## config.mk

```make
export PLATFORM = sky130hd
export DESIGN_NAME = shared_timer_prescaler
export DESIGN_NICKNAME = d
export VERILOG_FILES = /design/src/rtl/prescaler_pkg.sv /design/src/rtl/shared_timer_prescaler.sv
export SDC_FILE = /design/constraint.sdc
export NUM_CORES = 1
export LEC_CHECK = 0
export ABC_AREA = 0
export BUFFER_PORTS_ARGS = -buffer_cell sky130_fd_sc_hd__buf_2
export CAP_MARGIN = 25
export CORE_ASPECT_RATIO = 1.5
export CORE_MARGIN = 2
export CORE_UTILIZATION = 49
export DETAILED_ROUTE_END_ITERATION = 16
export PLACE_DENSITY = 0.8
export SETUP_SLACK_MARGIN = 0.4
export SYNTH_ARGS = -nofsm -noshare
export SYNTH_HDL_FRONTEND = slang
export SYNTH_SLANG_ARGS = --single-unit
```

## constraint.sdc

```tcl
create_clock -name clk -period 1.65 [get_ports clk]
set_clock_uncertainty 0.05 [all_clocks]
set_input_delay 0.0825 -clock clk [delete_from_list [all_inputs] [get_ports clk]]
set_output_delay 0.0825 -clock clk [all_outputs]
set_load 0.02 [all_outputs]
```

## src/rtl/prescaler_pkg.sv

```systemverilog
// constants shared by the timer prescaler and its register port
package prescaler_pkg;

   // ======================================================================
   // register offsets
   // ======================================================================
   localparam logic [7:0] GENERAL_TIMER_CONTROL_ADDR = 8'h43;
   localparam logic [7:0] TICK_SELECT_ADDR           = 8'h44;
   localparam logic [7:0] PRESCALE_COUNT_LO_ADDR     = 8'h45;
   localparam logic [7:0] PRESCALE_COUNT_HI_ADDR     = 8'h46;

   // ======================================================================
   // field positions
   // ======================================================================
   localparam int SYNC_HOLD_MODE_BIT         = 7;
   localparam int ASYNC_PRESCALER_RESET_BIT  = 1;
   localparam int SHARED_PRESCALER_RESET_BIT = 0;
   localparam int SELECT0_LSB                = 0;
   localparam int PIN0_LEVEL_BIT             = 3;
   localparam int SELECT1_LSB                = 4;
   localparam int PIN1_LEVEL_BIT             = 7;

   // ======================================================================
   // reset values
   // ======================================================================
   localparam logic [7:0] GENERAL_TIMER_CONTROL_RST = 8'h00;
   localparam logic [2:0] CLOCK_SELECT_RST          = 3'h0;
   localparam logic [9:0] PRESCALE_COUNT_RST        = 10'h000;

   // ======================================================================
   // widths and clock-select codes
   // ======================================================================
   localparam int PRESCALE_W = 10;
   localparam int NUM_TIMERS = 2;

   localparam logic [2:0] SEL_STOP     = 3'h0;
   localparam logic [2:0] SEL_DIRECT   = 3'h1;
   localparam logic [2:0] SEL_DIV8     = 3'h2;
   localparam logic [2:0] SEL_DIV64    = 3'h3;
   localparam logic [2:0] SEL_DIV256   = 3'h4;
   localparam logic [2:0] SEL_DIV1024  = 3'h5;
   localparam logic [2:0] SEL_EXT_FALL = 3'h6;
   localparam logic [2:0] SEL_EXT_RISE = 3'h7;

   // a tap fires when the low bits covered by divisor-1 are all ones
   localparam logic [9:0] DIV8_MASK    = 10'h007;
   localparam logic [9:0] DIV64_MASK   = 10'h03F;
   localparam logic [9:0] DIV256_MASK  = 10'h0FF;
   localparam logic [9:0] DIV1024_MASK = 10'h3FF;

endpackage

```

## src/rtl/shared_timer_prescaler.sv

```systemverilog
// shared prescaler and tick selection for two timer/counters
//
// Functional notes
// - select 1 ticks every system clock
// - taps divide clock by 8, 64, 256, 1024
// - one free-running prescaler shared by both timers
// - each timer selects its source independently
// - first prescaled count within 1 to N+1 cycles
// - writing prescaler reset bit resets shared prescaler
// - reset bit self-clears unless hold mode active
// - hold mode keeps both reset bits asserted
// - clearing hold mode clears both reset bits
// - count pin sampled each cycle, latch then registers
// - one tick per rising (7) or falling (6) edge
// - counter updates 2.5 to 3.5 cycles after edge
// - external pin ticks bypass the prescaler
//
// Our own choice: the address-and-strobe port.
`timescale 1ns/100ps

module shared_timer_prescaler
   import prescaler_pkg::*;
(
   input  wire logic       clk,
   input  wire logic       rst_n,
   input  wire logic       clk_en,
   input  wire logic [7:0] reg_addr,
   input  wire logic [7:0] reg_wdata,
   input  wire logic       reg_wr,
   input  wire logic       reg_rd,
   output logic      [7:0] reg_rdata,
   input  wire logic       ext_count_pin0,
   input  wire logic       ext_count_pin1,
   output logic            timer_tick0,
   output logic            timer_tick1,
   output logic            async_prescaler_reset
);

   // ======================================================================
   // helper functions
   // ======================================================================
   function automatic logic tap_hit(input logic [9:0] cnt, input logic [9:0] mask);
      tap_hit = ((cnt & mask) == mask);
   endfunction

   // tick for one timer from its own select field
   function automatic logic pick_tick(input logic [2:0] sel,
                                      input logic [9:0] cnt,
                                      input logic       run,
                                      input logic       rise,
                                      input logic       fall);
      case (sel)
         SEL_STOP:     pick_tick = 1'b0;
         SEL_DIRECT:   pick_tick = 1'b1;
         SEL_DIV8:     pick_tick = run && tap_hit(cnt, DIV8_MASK);
         SEL_DIV64:    pick_tick = run && tap_hit(cnt, DIV64_MASK);
         SEL_DIV256:   pick_tick = run && tap_hit(cnt, DIV256_MASK);
         SEL_DIV1024:  pick_tick = run && tap_hit(cnt, DIV1024_MASK);
         SEL_EXT_FALL: pick_tick = fall;
         SEL_EXT_RISE: pick_tick = rise;
         default:      pick_tick = 1'b0;
      endcase
   endfunction

   // ======================================================================
   // state
   // ======================================================================
   logic                  sync_hold_mode_q;
   logic                  shared_prescaler_reset_q;
   logic                  async_reset_q;
   logic [2:0]            clock_select_field0_q;
   logic [2:0]            clock_select_field1_q;
   logic [PRESCALE_W-1:0] prescale_q;
   logic [PRESCALE_W-1:0] prescale_d;
   logic                  pin0_sample_q;
   logic                  pin1_sample_q;
   logic                  pin0_sync_q;
   logic                  pin1_sync_q;
   logic                  pin0_prev_q;
   logic                  pin1_prev_q;
   logic                  pin0_old_q;
   logic                  pin1_old_q;
   logic [7:0]            rdata_d;
   logic                  ctrl_wr;
   logic                  sel_wr;
   logic                  prescale_run;

   assign ctrl_wr      = reg_wr && (reg_addr == GENERAL_TIMER_CONTROL_ADDR);
   assign sel_wr       = reg_wr && (reg_addr == TICK_SELECT_ADDR);
   assign prescale_run = !shared_prescaler_reset_q;

   // ======================================================================
   // control register: hold mode and prescaler resets
   // ======================================================================
   always_ff @(posedge clk or negedge rst_n)
   begin
      if (!rst_n)
      begin
         sync_hold_mode_q         <= GENERAL_TIMER_CONTROL_RST[SYNC_HOLD_MODE_BIT];
         shared_prescaler_reset_q <= GENERAL_TIMER_CONTROL_RST[SHARED_PRESCALER_RESET_BIT];
         async_reset_q            <= GENERAL_TIMER_CONTROL_RST[ASYNC_PRESCALER_RESET_BIT];
      end
      else if (clk_en)
      begin
         if (ctrl_wr)
         begin
            sync_hold_mode_q <= reg_wdata[SYNC_HOLD_MODE_BIT];
            if (sync_hold_mode_q && !reg_wdata[SYNC_HOLD_MODE_BIT])
            begin
               // leaving hold mode releases both timers together
               shared_prescaler_reset_q <= 1'b0;
               async_reset_q            <= 1'b0;
            end
            else
            begin
               shared_prescaler_reset_q <= reg_wdata[SHARED_PRESCALER_RESET_BIT];
               async_reset_q            <= reg_wdata[ASYNC_PRESCALER_RESET_BIT];
            end
         end
         else if (!sync_hold_mode_q)
         begin
            shared_prescaler_reset_q <= 1'b0;
            async_reset_q            <= 1'b0;
         end
      end
   end

   assign async_prescaler_reset = async_reset_q;

   // ======================================================================
   // clock-select fields, one per timer
   // ======================================================================
   always_ff @(posedge clk or negedge rst_n)
   begin
      if (!rst_n)
      begin
         clock_select_field0_q <= CLOCK_SELECT_RST;
         clock_select_field1_q <= CLOCK_SELECT_RST;
      end
      else if (clk_en && sel_wr)
      begin
         clock_select_field0_q <= reg_wdata[SELECT0_LSB +: 3];
         clock_select_field1_q <= reg_wdata[SELECT1_LSB +: 3];
      end
   end

   // ======================================================================
   // shared free-running prescaler
   // ======================================================================
   always_comb
   begin
      if (shared_prescaler_reset_q)
         prescale_d = PRESCALE_COUNT_RST;
      else
         prescale_d = prescale_q + 10'h001;
   end

   always_ff @(posedge clk or negedge rst_n)
   begin
      if (!rst_n)
         prescale_q <= PRESCALE_COUNT_RST;
      else if (clk_en)
         prescale_q <= prescale_d;
   end

   // ======================================================================
   // external pin sampling and edge detection
   // ======================================================================
   // capture at the falling edge stands in for a latch open while clk is high
   always_ff @(negedge clk or negedge rst_n)
   begin
      if (!rst_n)
      begin
         pin0_sample_q <= 1'b0;
         pin1_sample_q <= 1'b0;
      end
      else if (clk_en)
      begin
         pin0_sample_q <= ext_count_pin0;
         pin1_sample_q <= ext_count_pin1;
      end
   end

   always_ff @(posedge clk or negedge rst_n)
   begin
      if (!rst_n)
      begin
         pin0_sync_q <= 1'b0;
         pin1_sync_q <= 1'b0;
         pin0_prev_q <= 1'b0;
         pin1_prev_q <= 1'b0;
         pin0_old_q  <= 1'b0;
         pin1_old_q  <= 1'b0;
      end
      else if (clk_en)
      begin
         pin0_sync_q <= pin0_sample_q;
         pin1_sync_q <= pin1_sample_q;
         pin0_prev_q <= pin0_sync_q;
         pin1_prev_q <= pin1_sync_q;
         pin0_old_q  <= pin0_prev_q;
         pin1_old_q  <= pin1_prev_q;
      end
   end

   // ======================================================================
   // tick outputs
   // ======================================================================
   // edge seen between the two late stages: pin to counter in 2.5 to 3.5 cycles
   assign timer_tick0 = clk_en && pick_tick(clock_select_field0_q, prescale_q, prescale_run,
                                            pin0_prev_q && !pin0_old_q,
                                            !pin0_prev_q && pin0_old_q);
   assign timer_tick1 = clk_en && pick_tick(clock_select_field1_q, prescale_q, prescale_run,
                                            pin1_prev_q && !pin1_old_q,
                                            !pin1_prev_q && pin1_old_q);

   // ======================================================================
   // register read port
   // ======================================================================
   always_comb
   begin
      rdata_d = 8'h00;
      case (reg_addr)
         GENERAL_TIMER_CONTROL_ADDR:
         begin
            rdata_d[SYNC_HOLD_MODE_BIT]         = sync_hold_mode_q;
            rdata_d[ASYNC_PRESCALER_RESET_BIT]  = async_reset_q;
            rdata_d[SHARED_PRESCALER_RESET_BIT] = shared_prescaler_reset_q;
         end
         TICK_SELECT_ADDR:
         begin
            rdata_d[SELECT0_LSB +: 3] = clock_select_field0_q;
            rdata_d[PIN0_LEVEL_BIT]   = pin0_sync_q;
            rdata_d[SELECT1_LSB +: 3] = clock_select_field1_q;
            rdata_d[PIN1_LEVEL_BIT]   = pin1_sync_q;
         end
         PRESCALE_COUNT_LO_ADDR: rdata_d = prescale_q[7:0];
         PRESCALE_COUNT_HI_ADDR: rdata_d = {6'h00, prescale_q[9:8]};
         default:                rdata_d = 8'h00;
      endcase
   end

   // data stands only in the cycle after the read strobe
   always_ff @(posedge clk or negedge rst_n)
   begin
      if (!rst_n)
         reg_rdata <= 8'h00;
      else if (clk_en && reg_rd)
         reg_rdata <= rdata_d;
      else if (clk_en)
         reg_rdata <= 8'h00;
   end
endmodule

```

==> results.md <==
* Wire length per cell at roughly 21 µm
* Flops & latches, synth at 35
* Overall Global Routing Usage at 0.286
* Vias in the first global route at between 1,500 and 2,000
* TritonCTS clock tree: yes
* Most frequent cells in the layout: 31 x dfrtp_1, 26 x buf_2, 20 x buf_4
* Async SR Flop Fraction at 1.00
* Max-slew violations at 0
* First-pass GRT wire length at 8.72 mm
* Die area at between 4000 and 5000 µm²
* Filler cell count at 247
* Post-detailed-route count of antenna-violating nets at 0
* Critical Path End Type: primary output
* Drt pass-1 iters at 4
* Post-route setup slack at -403 ps
* Crit path max fanout at 3
* Clock latency on the worst-skew pair at a little under 300 ps
* Final HPWL from detailed placement at ~3.7 mm
* Min Tclk post-route at 2050 ps
* CTS clk-pin slew, worst paths at approximately 70 ps
* Hold/Removal Path Class: input pin to register
* Num Clock Sinks at 35
* Most common cell after layout, fill and taps aside: dfrtp_1
* CP Data Arrival Time at 1920 ps
* Global placement routability congestion at just under 1
* H-tree depth reported by CTS at 2
* Sequential area share after synthesis at 0.469
* Fmax at 0.487 GHz
* Status: complete, but fails checks
* # rows at 27
* DRC at 0
* Number of flops mapped to enable cells by yosys at 0
* Pwr dens at 1100 nW/µm²
* Mapped Cells at around 170
* Port bufs at 32
* Post-Syn Area at 1870 µm²
* Via/cell ratio at 6.43
* Share of layout cells above drive strength 1 at 0.476
* Setup crit start kind: register
* Starting Density at 0.512
* Post-Syn Nets at 191
* Crit Path Class: register to primary output
* Die W at 54.4 µm
* Initial detailed-routing violation count at 90
* Cts bufs inserted at 5
* Pin count of the biggest net entering global routing at 34
* Multi-input gate area at 1110 µm²
* Worst Tran Pin Value at 415 ps
* Hold Fails Final Rpt at 0
* Clock tree buffer depth at 2
* Unrepaired setup endpoints after global routing: yes
* Worst IR drop on VDD at 1040 µV
* Root Driver: clkbuf_8
* Avg Cell Area, Syn at ~11 µm²
* P&R area growth vs syn at 40.5%
* Failing checks: setup timing
* WL final at 5.71 mm
* Leakage at roughly 1.2 nW
* GRT overflow at 0
* Max-cap check violation count at 0
* Total negative slack at -727 ps
* Diodes inserted at 0
* Via count at 1,748
* Period utilization at 1.24
* Nets at 253
* Core area at 3650 µm²
* Register area at 878 µm²
* Yosys warning count at 0
* WP data required at 1520 ps
* Die H at 79.6 µm
* Synth cell types at 46
* Antenna violations before repair at 0
* Normalized max-slew margin at 0.724
* Setup violators final at 2
* Synth Flop Type: dfrtp_1
* Top-level I/O count at 34
* Power Total at 0.00289 W
-- flip-flops by register name (all words and copies together) (netlist names) --
register	flops
pin1_prev_q	1
pin0_prev_q	1
pin1_sample_q	1
pin1_sync_q	1
pin0_sample_q	1
clock_select_field0_q	3
pin0_old_q	1
pin0_sync_q	1
reg_rdata	8
sync_hold_mode_q	1
pin1_old_q	1
async_prescaler_reset	1
shared_prescaler_reset_q	1
clock_select_field1_q	3
prescale_q	10
-- routing by layer --
metal  part of all wire  global-route usage  wire, µm  up-vias
li1                   -                   -         -      750
met1               0.33               0.306      1900      856
met2               0.55               0.477      3150      104
met3              0.053              0.0693       302       38
met4              0.062               0.188       354        0
met5                  0                   0         0        -
-- where the power goes --
part	total, W	internal (W)	switching, W
combinational	0.00104	0.000525	0.000518
sequential	0.00116	0.00100	0.000160
clock	0.000678	0.000381	0.000298
total	0.00289	0.00191	0.000976
-- cell usage after synthesis, types with 4 or more instances --
cell type | instances | area (µm²)
dfrtp_1 | 33 | 826
mux2_2 | 11 | 124
nand2_1 | 11 | 41.3
o21ai_0 | 10 | 50.1
o2bb2ai_1 | 10 | 87.6
a22o_1 | 6 | 52.6
mux2_4 | 6 | 90.1
mux2i_1 | 6 | 60.1
inv_1 | 5 | 18.8
nor3_1 | 5 | 25.0
clkbuf_1 | 4 | 15.0
nand3_1 | 4 | 20.0
nor2_1 | 4 | 15.0
-- repair_timing --
| action | 4_1_cts | 5_1_grt |
|---|---|---|
| pin swaps | 4 | 8 |
| setup buffers | 2 | 4 |
| gates cloned | 0 | 0 |
| endpoints found under the hold margin | 41 | 0 |
| setup endpoints to repair | 22 | 21 |
| gates resized for setup | 24 | 22 |
| hold buffers | 7 | 0 |
-- path summary, 6_finish.rpt --
path / cells past startpoint / to / startpoint / slack [ps]
min reg2reg: 1 / reg_rdata[0] / reg_rdata[0] / 440
max reg2reg: 1 / pin1_sync_q / pin1_sample_q / 50
max in group asynchronous: 2 / pin1_sample_q / rst_n / 600
min in group asynchronous: 3 / prescale_q[4] / rst_n / 390
min: 3 / reg_rdata[1] / reg_addr[1] / 80
max: 6 / timer_tick0 / prescale_q[0] / -400
-- worst max-delay path, cell delays in order (launching register included) --
cell	delay, ps
dfrtp_1	430
ha_4	200
ha_4	150
nor4bb_1	130
or3_1	330
o221a_4	270
buf_6	130
-- final cells by class --
type,count,share of cell area
clock buffer,8,0.0381
inverter,5,0.00715
multi-input combinational,118,0.424
sequential,35,0.335
tap,43,0.0205
timing repair buffer,63,0.175
-- per-stage QoR --
step / hold slack (ps) / instance area [µm²] / worst slack (ps) / util / std cells
4_1_cts: 35.6 / 2500 / -392 / 0.684 / 268
3_3_place_gp: 181 / 2220 / -101 / 0.608 / 251
5_1_grt: 110 / 2620 / -442 / 0.719 / 272
2_1_floorplan: -263 / 1930 / -19.0 / - / 166
3_5_place_dp: 190 / 2220 / -169 / 0.608 / 251
6_report: 84.3 / 2620 / -403 / 0.719 / 272
-- kinds of logic (layout without fill, tap and decap cells) --
logic type | count (synthesis) | in the layout | share of synthesized area
compound gates | 44 | 44 | 0.174
xor+xnor | 1 | 1 | 0.00469
fa+ha+maj | 2 | 2 | 0.0134
buf+inv | 13 | 76 | 0.0335
flops | 35 | 35 | 0.469
mux | 23 | 23 | 0.147
simple gates | 48 | 48 | 0.159
(Power assumes the default switching activity.)
